<file path="src/eii_pkg.sv">
// Constants and types shared by the external interrupt input block
package eii_pkg;

    // Channel and pin counts
    localparam int EII_NUM_CH = 4;
    localparam int EII_NUM_PINS = 9;
    localparam int EII_PIN_BASE [EII_NUM_CH] = '{0, 2, 4, 6};
    localparam int EII_PIN_CNT [EII_NUM_CH] = '{2, 2, 2, 3};

    // Register byte addresses
    localparam logic [31:0] EII_OFF_FLAGS = 32'he01fc140;
    localparam logic [31:0] EII_OFF_WAKE = 32'he01fc144;
    localparam logic [31:0] EII_OFF_MODE = 32'he01fc148;
    localparam logic [31:0] EII_OFF_POL = 32'he01fc14c;
    localparam logic [31:0] EII_OFF_MASK = 32'he01fc150;

    // Reset values
    localparam logic [3:0] EII_RST_FLAGS = 4'h0;
    localparam logic [3:0] EII_RST_WAKE = 4'h0;
    localparam logic [3:0] EII_RST_MODE = 4'h0;
    localparam logic [3:0] EII_RST_POL = 4'h0;
    localparam logic [3:0] EII_RST_MASK = 4'h0;

    // Register selection after address decode
    typedef enum logic [2:0] {
        EII_SEL_FLAGS,
        EII_SEL_WAKE,
        EII_SEL_MODE,
        EII_SEL_POL,
        EII_SEL_MASK,
        EII_SEL_NONE
    } eii_sel_t;

endpackage : eii_pkg

</file>
<file path="src/eii_chan.sv">
// One channel: pin combining, level sensing and edge detection
`timescale 1ns/1ns
module eii_chan #(
    parameter int NPINS = 2
) (
    // Clock and reset
    input wire logic sys_clk,
    input wire logic rst,
    // Synchronised pins and their function selects
    input wire logic [NPINS-1:0] pin_sync,
    input wire logic [NPINS-1:0] pin_sel,
    // Configuration
    input wire logic edge_mode,
    input wire logic pol_high,
    // Result
    output logic set_cond,
    output logic level_active
);

    logic [NPINS-1:0] prev_reg;
    logic [NPINS-1:0] prev_next;
    logic and_all;
    logic or_all;
    logic low_found;
    logic low_cur;
    logic low_prev;

    if (NPINS < 1 || NPINS > 8) begin : g_chk
        $error("eii_chan: NPINS must lie between one and eight");
    end

    // Combine selected pins, pick the lowest for edge mode
    always_comb begin
        and_all = 1'b1;
        or_all = 1'b0;
        low_found = 1'b0;
        low_cur = 1'b0;
        low_prev = 1'b0;
        for (int i = 0; i < NPINS; i++) begin
            if (pin_sel[i]) begin
                and_all = and_all & pin_sync[i];
                or_all = or_all | pin_sync[i];
                if (!low_found) begin
                    low_found = 1'b1;
                    low_cur = pin_sync[i];
                    low_prev = prev_reg[i];
                end
            end
        end
        // Active level per polarity
        level_active = pol_high ? or_all : ~and_all;
        // Edge: current sample differs from previous, ends at the chosen level
        if (edge_mode) begin
            set_cond = low_found && (low_cur != low_prev) && (low_cur == pol_high);
        end else begin
            set_cond = level_active;
        end
        prev_next = pin_sync;
    end

    // Previous sample for edge detection
    always_ff @(posedge sys_clk or posedge rst) begin
        if (rst) begin
            prev_reg <= '0;
        end else begin
            prev_reg <= prev_next;
        end
    end

endmodule : eii_chan

</file>
<file path="src/eii_sync.sv">
// Two-stage synchroniser for the external interrupt pins
`timescale 1ns/1ns
module eii_sync #(
    parameter int WIDTH = 9
) (
    // Clock and reset
    input wire logic sys_clk,
    input wire logic rst,
    // Data
    input wire logic [WIDTH-1:0] async_in,
    output logic [WIDTH-1:0] sync_out
);

    logic [WIDTH-1:0] stage1_reg;
    logic [WIDTH-1:0] stage1_next;
    logic [WIDTH-1:0] stage2_reg;
    logic [WIDTH-1:0] stage2_next;

    if (WIDTH < 1) begin : g_chk
        $error("eii_sync: WIDTH must be at least one");
    end

    // First stage is read by the second only
    always_comb begin
        stage1_next = async_in;
        stage2_next = stage1_reg;
    end

    // Register both stages
    always_ff @(posedge sys_clk or posedge rst) begin
        if (rst) begin
            stage1_reg <= '0;
            stage2_reg <= '0;
        end else begin
            stage1_reg <= stage1_next;
            stage2_reg <= stage2_next;
        end
    end

    assign sync_out = stage2_reg;

endmodule : eii_sync

</file>
<file path="src/eii_top.sv">
// External interrupt inputs: APB registers, flags, wake and interrupt outputs
`timescale 1ns/1ns
module eii_top
    import eii_pkg::*;
(
    // Clock and reset
    input wire logic sys_clk,
    input wire logic rst,
    // APB slave
    input wire logic psel,
    input wire logic penable,
    input wire logic pwrite,
    input wire logic [31:0] paddr,
    input wire logic [31:0] pwdata,
    output logic [31:0] prdata,
    output logic pready,
    output logic pslverr,
    // External pins and their function selects
    input wire logic [EII_NUM_PINS-1:0] pin_in,
    input wire logic [EII_NUM_PINS-1:0] pin_sel,
    // Requests to the vectored controller, wake and summary interrupt
    output logic [EII_NUM_CH-1:0] vic_req,
    output logic wake_req,
    output logic irq
);

    // Register state
    logic [3:0] flags_reg;
    logic [3:0] flags_next;
    logic [3:0] wake_reg;
    logic [3:0] wake_next;
    logic [3:0] mode_reg;
    logic [3:0] mode_next;
    logic [3:0] pol_reg;
    logic [3:0] pol_next;
    logic [3:0] mask_reg;
    logic [3:0] mask_next;
    // Output flops
    logic irq_reg;
    logic irq_next;
    logic wakeo_reg;
    logic wakeo_next;
    logic [31:0] prdata_reg;
    logic [31:0] prdata_next;
    logic pready_reg;
    logic pready_next;
    logic pslverr_reg;
    logic pslverr_next;
    // Internal
    logic [EII_NUM_PINS-1:0] pin_sync;
    logic [EII_NUM_CH-1:0] set_cond;
    logic [EII_NUM_CH-1:0] level_act;
    logic [3:0] clr_bits;
    logic acc_wr;
    eii_sel_t rd_sel;
    eii_sel_t wr_sel;

    // Address decode, used for read capture and write commit
    function automatic eii_sel_t eii_decode(input logic [31:0] addr);
        case (addr)
            EII_OFF_FLAGS: eii_decode = EII_SEL_FLAGS;
            EII_OFF_WAKE: eii_decode = EII_SEL_WAKE;
            EII_OFF_MODE: eii_decode = EII_SEL_MODE;
            EII_OFF_POL: eii_decode = EII_SEL_POL;
            EII_OFF_MASK: eii_decode = EII_SEL_MASK;
            default: eii_decode = EII_SEL_NONE;
        endcase
    endfunction : eii_decode

    // Pins enter the clock domain first
    eii_sync #(
        .WIDTH(EII_NUM_PINS)
    ) u_sync (
        .sys_clk(sys_clk),
        .rst(rst),
        .async_in(pin_in),
        .sync_out(pin_sync)
    );

    // One sensing unit per channel
    for (genvar g = 0; g < EII_NUM_CH; g++) begin : g_ch
        eii_chan #(
            .NPINS(EII_PIN_CNT[g])
        ) u_chan (
            .sys_clk(sys_clk),
            .rst(rst),
            .pin_sync(pin_sync[EII_PIN_BASE[g] +: EII_PIN_CNT[g]]),
            .pin_sel(pin_sel[EII_PIN_BASE[g] +: EII_PIN_CNT[g]]),
            .edge_mode(mode_reg[g]),
            .pol_high(pol_reg[g]),
            .set_cond(set_cond[g]),
            .level_active(level_act[g])
        );
    end

    // APB: setup cycle captures read data, one access cycle with pready
    always_comb begin
        rd_sel = eii_decode(paddr);
        pready_next = psel & ~penable;
        pslverr_next = 1'b0;
        prdata_next = prdata_reg;
        if (psel && !penable) begin
            prdata_next = 32'h0000_0000;
            case (rd_sel)
                EII_SEL_FLAGS: prdata_next = {28'h0, flags_reg};
                EII_SEL_WAKE: prdata_next = {28'h0, wake_reg};
                EII_SEL_MODE: prdata_next = {28'h0, mode_reg};
                EII_SEL_POL: prdata_next = {28'h0, pol_reg};
                EII_SEL_MASK: prdata_next = {28'h0, mask_reg};
                default: pslverr_next = 1'b1;
            endcase
        end
    end

    // Write commit in the access cycle
    always_comb begin
        wr_sel = eii_decode(paddr);
        acc_wr = psel & penable & pready_reg & pwrite & ~pslverr_reg;
        clr_bits = 4'h0;
        wake_next = wake_reg;
        mode_next = mode_reg;
        pol_next = pol_reg;
        mask_next = mask_reg;
        if (acc_wr) begin
            case (wr_sel)
                EII_SEL_FLAGS: clr_bits = pwdata[3:0];
                EII_SEL_WAKE: wake_next = pwdata[3:0];
                EII_SEL_MODE: mode_next = pwdata[3:0];
                EII_SEL_POL: pol_next = pwdata[3:0];
                EII_SEL_MASK: mask_next = pwdata[3:0];
                default: clr_bits = 4'h0;
            endcase
        end
    end

    // Flags: set beats clear, so an active level survives a clear
    always_comb begin
        flags_next = (flags_reg & ~clr_bits) | set_cond;
        irq_next = |(flags_next & mask_next);
        wakeo_next = |(flags_next & wake_next);
    end

    // Register everything
    always_ff @(posedge sys_clk or posedge rst) begin
        if (rst) begin
            flags_reg <= EII_RST_FLAGS;
            wake_reg <= EII_RST_WAKE;
            mode_reg <= EII_RST_MODE;
            pol_reg <= EII_RST_POL;
            mask_reg <= EII_RST_MASK;
            irq_reg <= 1'b0;
            wakeo_reg <= 1'b0;
            prdata_reg <= 32'h0000_0000;
            pready_reg <= 1'b0;
            pslverr_reg <= 1'b0;
        end else begin
            flags_reg <= flags_next;
            wake_reg <= wake_next;
            mode_reg <= mode_next;
            pol_reg <= pol_next;
            mask_reg <= mask_next;
            irq_reg <= irq_next;
            wakeo_reg <= wakeo_next;
            prdata_reg <= prdata_next;
            pready_reg <= pready_next;
            pslverr_reg <= pslverr_next;
        end
    end

    // Outputs straight from flops
    assign vic_req = flags_reg;
    assign wake_req = wakeo_reg;
    assign irq = irq_reg;
    assign prdata = prdata_reg;
    assign pready = pready_reg;
    assign pslverr = pslverr_reg;

    // Per-channel checks on the sensing units
    for (genvar g = 0; g < EII_NUM_CH; g++) begin : g_chk_ch

    end
endmodule : eii_top
</file>
<file path="config.mk">
export PLATFORM = sky130hd
export DESIGN_NAME = eii_top
export DESIGN_NICKNAME = d
export VERILOG_FILES = /design/src/eii_pkg.sv /design/src/eii_chan.sv /design/src/eii_sync.sv /design/src/eii_top.sv
export SDC_FILE = /design/constraint.sdc
export NUM_CORES = 1
export LEC_CHECK = 0
export BUFFER_PORTS_ARGS = -buffer_cell sky130_fd_sc_hd__buf_4
export CAP_MARGIN = 0
export CORE_MARGIN = 1
export CORE_UTILIZATION = 50
export CTS_CLUSTER_SIZE = 14
export DETAILED_ROUTE_END_ITERATION = 10
export PLACE_DENSITY = 0.9
export SYNTH_ARGS = -nofsm -noshare
export SYNTH_HDL_FRONTEND = slang
export SYNTH_SLANG_ARGS = --single-unit
</file>
<file path="constraint.sdc">
create_clock -name sys_clk -period 5.9 [get_ports sys_clk]
set_input_delay 0.59 -clock sys_clk [delete_from_list [all_inputs] [get_ports sys_clk]]
set_output_delay 0.59 -clock sys_clk [all_outputs]
set_load 0.03 [all_outputs]
</file>
==> flow_metrics.env <==
export IMPL_outcome="finished clean"
export IMPL_vias=1989
export IMPL_cts_tree="built"
export IMPL_path_cells="buf_4 > nand4b_1 > or4_4 > nor3_1 > and3_1 > mux2_2 > a22oi_1 > o221ai_1"
export IMPL_path_class="in -> reg"
export IMPL_min_period_ns=2.68
export IMPL_synth_area_leaders="dfrtp_1, buf_4, mux2_2, a22oi_1, nand2_1"
export IMPL_timing_rr_start="pready"
export IMPL_fp_dieW_microns=74.7
export IMPL_hold_depth=0
export IMPL_end_kind="flip-flop"
export IMPL_tightest_slew_ns=1.10
export IMPL_htree_levels=2
export IMPL_grt_start_max_net_pins=56
export IMPL_fmax_mhz=374
export IMPL_areaGrowthSynthToFinish_pct=23.1
export IMPL_p_sw_frac=0.244
export IMPL_ir_drop_mv=0.199
export IMPL_rsz0062_at_grt="false"
export IMPL_drive_above_1_share=0.327
export IMPL_critPathSlowestCell="or4_4"
export IMPL_final_area_sq_um=3250
export IMPL_ctsResizeCount=0
export IMPL_detail_route_wl_per_cell_microns=14.3
export IMPL_worstSkewPairLatency_ns=0.31
export IMPL_grt_pass1_wl_microns=8110
export IMPL_synth_edf_count=0
export IMPL_ios=127
export IMPL_synth_top_area_frac=0.521
export IMPL_slew_headroom=0.264
export IMPL_cpPeakStageDelay_ns=0.45
export IMPL_cts_hold_repair_buffers=0
export IMPL_dpl_cell_area_sq_um=3130
export IMPL_rr_endpoint="irq"
export IMPL_ys_async_sr_fraction=1.00
export IMPL_core_region_area_sq_um=5110
export IMPL_r2r_setup_slack_ns=3.43
export IMPL_clock_path_buffers=2
export IMPL_dp_cells=365
export IMPL_avgViaCountPerCell=5.33
export IMPL_finalSetupTns_ns=0
export IMPL_setup_violations=0
export IMPL_route_detailed_drc=0
export IMPL_p_per_area_nw_per_um2=229
export IMPL_clock_power_share=0.350
export IMPL_numCtsBuffers=5
export IMPL_ys_seq_elements=55
export IMPL_start_kind="input pin"
export IMPL_synth_distinct_cells=43
export IMPL_p_comb_frac=0.121
export IMPL_hp_class="reg -> reg"
export IMPL_arrival_ns=2.85
export IMPL_die_area_sq_um=5570
export IMPL_grt_overflow_total=0
export IMPL_synth_seq_area_share=0.521
export IMPL_final_nets=389
export IMPL_synth_area_per_cell_sq_um=11.5
export IMPL_cts_sinks=55
export IMPL_intPower_uw=563
export IMPL_hold_viol=0
export IMPL_slew_violations=0
export IMPL_grt_pass1_vias=1813
export IMPL_skew_ns=0.00630
export IMPL_antenna_cells=0
export IMPL_pre_cts_ws_ns=2.89
export IMPL_cts_clk_slew_worst_paths_ns=0.09
export IMPL_initial_core_util=0.517
export IMPL_dp_hpwl_microns=4020
export IMPL_synthCells=230
export IMPL_ys_flop_type="dfrtp_1"
export IMPL_cp_max_fo=5
export IMPL_yosysWarnings=0
export IMPL_drt_iter0_drc=190
export IMPL_hp_start="u_sync.stage1_reg[4]"
export IMPL_seqPwrFrac=0.528
export IMPL_die_y_microns=74.7
export IMPL_layout_setup_ws_ns=3.22
export IMPL_timing_final_crit_share=0.454
export IMPL_synth_top_area_cell="dfrtp_1"
export IMPL_cts_setup_buffers=0
export IMPL_p_leak_nw=1.55
export IMPL_root_buffer="clkbuf_8"
export IMPL_fin_cells=373
export IMPL_ant_nets=0
export IMPL_gp_congestion=0.871
export IMPL_min_to="u_sync.sync_out[4]"
export IMPL_rows=26
export IMPL_io_buffers=70
export IMPL_grt_use_total=0.199
export IMPL_wl_microns=5330
export IMPL_worstPathRequired_ns=6.08
export IMPL_first_pass_iters=4
export IMPL_antenna_found_initial=0
export IMPL_syn_area_sq_um=2640
export IMPL_switching_power_uw=181
export IMPL_max_cap_viol_count=0
export IMPL_rr_worst_depth=6
==> layout make-up <==
cell class,instances,area (sq um)
multi-input cells,159,1100
inverters,11,41.3
repair buffers,70,526
flip-flops and latches,55,1380
fillers,408,1860
well taps,70,87.6
clock buffers,6,82.6
clock inverters,2,38.8
==> placed cells by master (no fill, tap or decap), drive strengths merged, types with 3 or more instances in the layout <==
cell type / n
o221ai: 3
nand3b: 6
xnor2: 6
nor4bb: 3
nor4b: 3
mux2: 15
nor3: 4
buf: 70
o21ai: 10
conb: 28
inv: 12
nand3: 4
nand4bb: 3
clkbuf: 6
a22oi: 9
nand2: 15
dfrtp: 55
nand4: 3
a21oi: 4
nor2b: 3
nand4b: 4
mux2i: 5
a211oi: 3
nor2: 6
==> per-layer routing <==
metal	track usage	vias up	routed length (microns)
li1	-	920	-
met1	0.239	966	2130
met2	0.353	98	2750
met3	0.0455	5	388
met4	0.0692	0	65
met5	0	-	0
==> power by group through the flow <==
stage	clock [mW]	sequential, mW	combinational, mW
detailed placement	0	0.401	0.0905
finish	0.261	0.393	0.0903
global route	0.282	0.395	0.0991
global placement	0	0.400	0.0883
floorplan	0	0.400	0.0627
CTS	0.270	0.393	0.0906
==> worst max-delay path, delay by kind of cell <==
kind	cells	cell delay [ns]
muxes	1	0.39
and+or+nand+nor	4	1.42
AOI/OAI and AO/OA	2	0.35
buffers and inverters	1	0.11
==> logic make-up after synthesis <==
family                    after synthesis  synth area share
and+or+nand+nor                        62             0.155
DFF                                    55             0.521
xor gates and xnor gates                6            0.0199
other                                   1           0.00142
buffers and inverters                  43             0.101
AOI/OAI and AO/OA                      43             0.118
muxes                                  20            0.0829
==> cell usage after synthesis (4+ instances only) <==
cell type,n
nand2_1,15
mux2_2,15
nand3b_1,6
nor2_1,6
mux2i_1,5
nor3_1,4
inv_1,11
nand4b_1,4
o21ai_0,10
clkbuf_1,4
buf_4,28
a22oi_1,8
dfrtp_1,55
a21oi_1,4
xnor2_1,6
==> worst max-delay path by stage <==
stage / startpoint / endpoint / depth (start not counted)
5_1_grt: paddr[21] / irq / 8
6_report: paddr[21] / irq / 8
3_3_place_gp: paddr[21] / irq / 8
3_5_place_dp: paddr[21] / irq / 8
4_1_cts: paddr[21] / irq / 8
2_1_floorplan: paddr[21] / irq / 8
==> through the flow <==
| step | total power, mW | hold WS, ns | util |
|---|---|---|---|
| finish | 0.744 | 0.355 | 0.636 |
| global route | 0.776 | 0.354 | 0.636 |
| CTS | 0.754 | 0.358 | 0.636 |
| detailed placement | 0.491 | 0.336 | 0.613 |
| global placement | 0.488 | 0.332 | 0.613 |
| floorplan | 0.463 | 0.331 | - |
(Power assumes the default switching activity.)
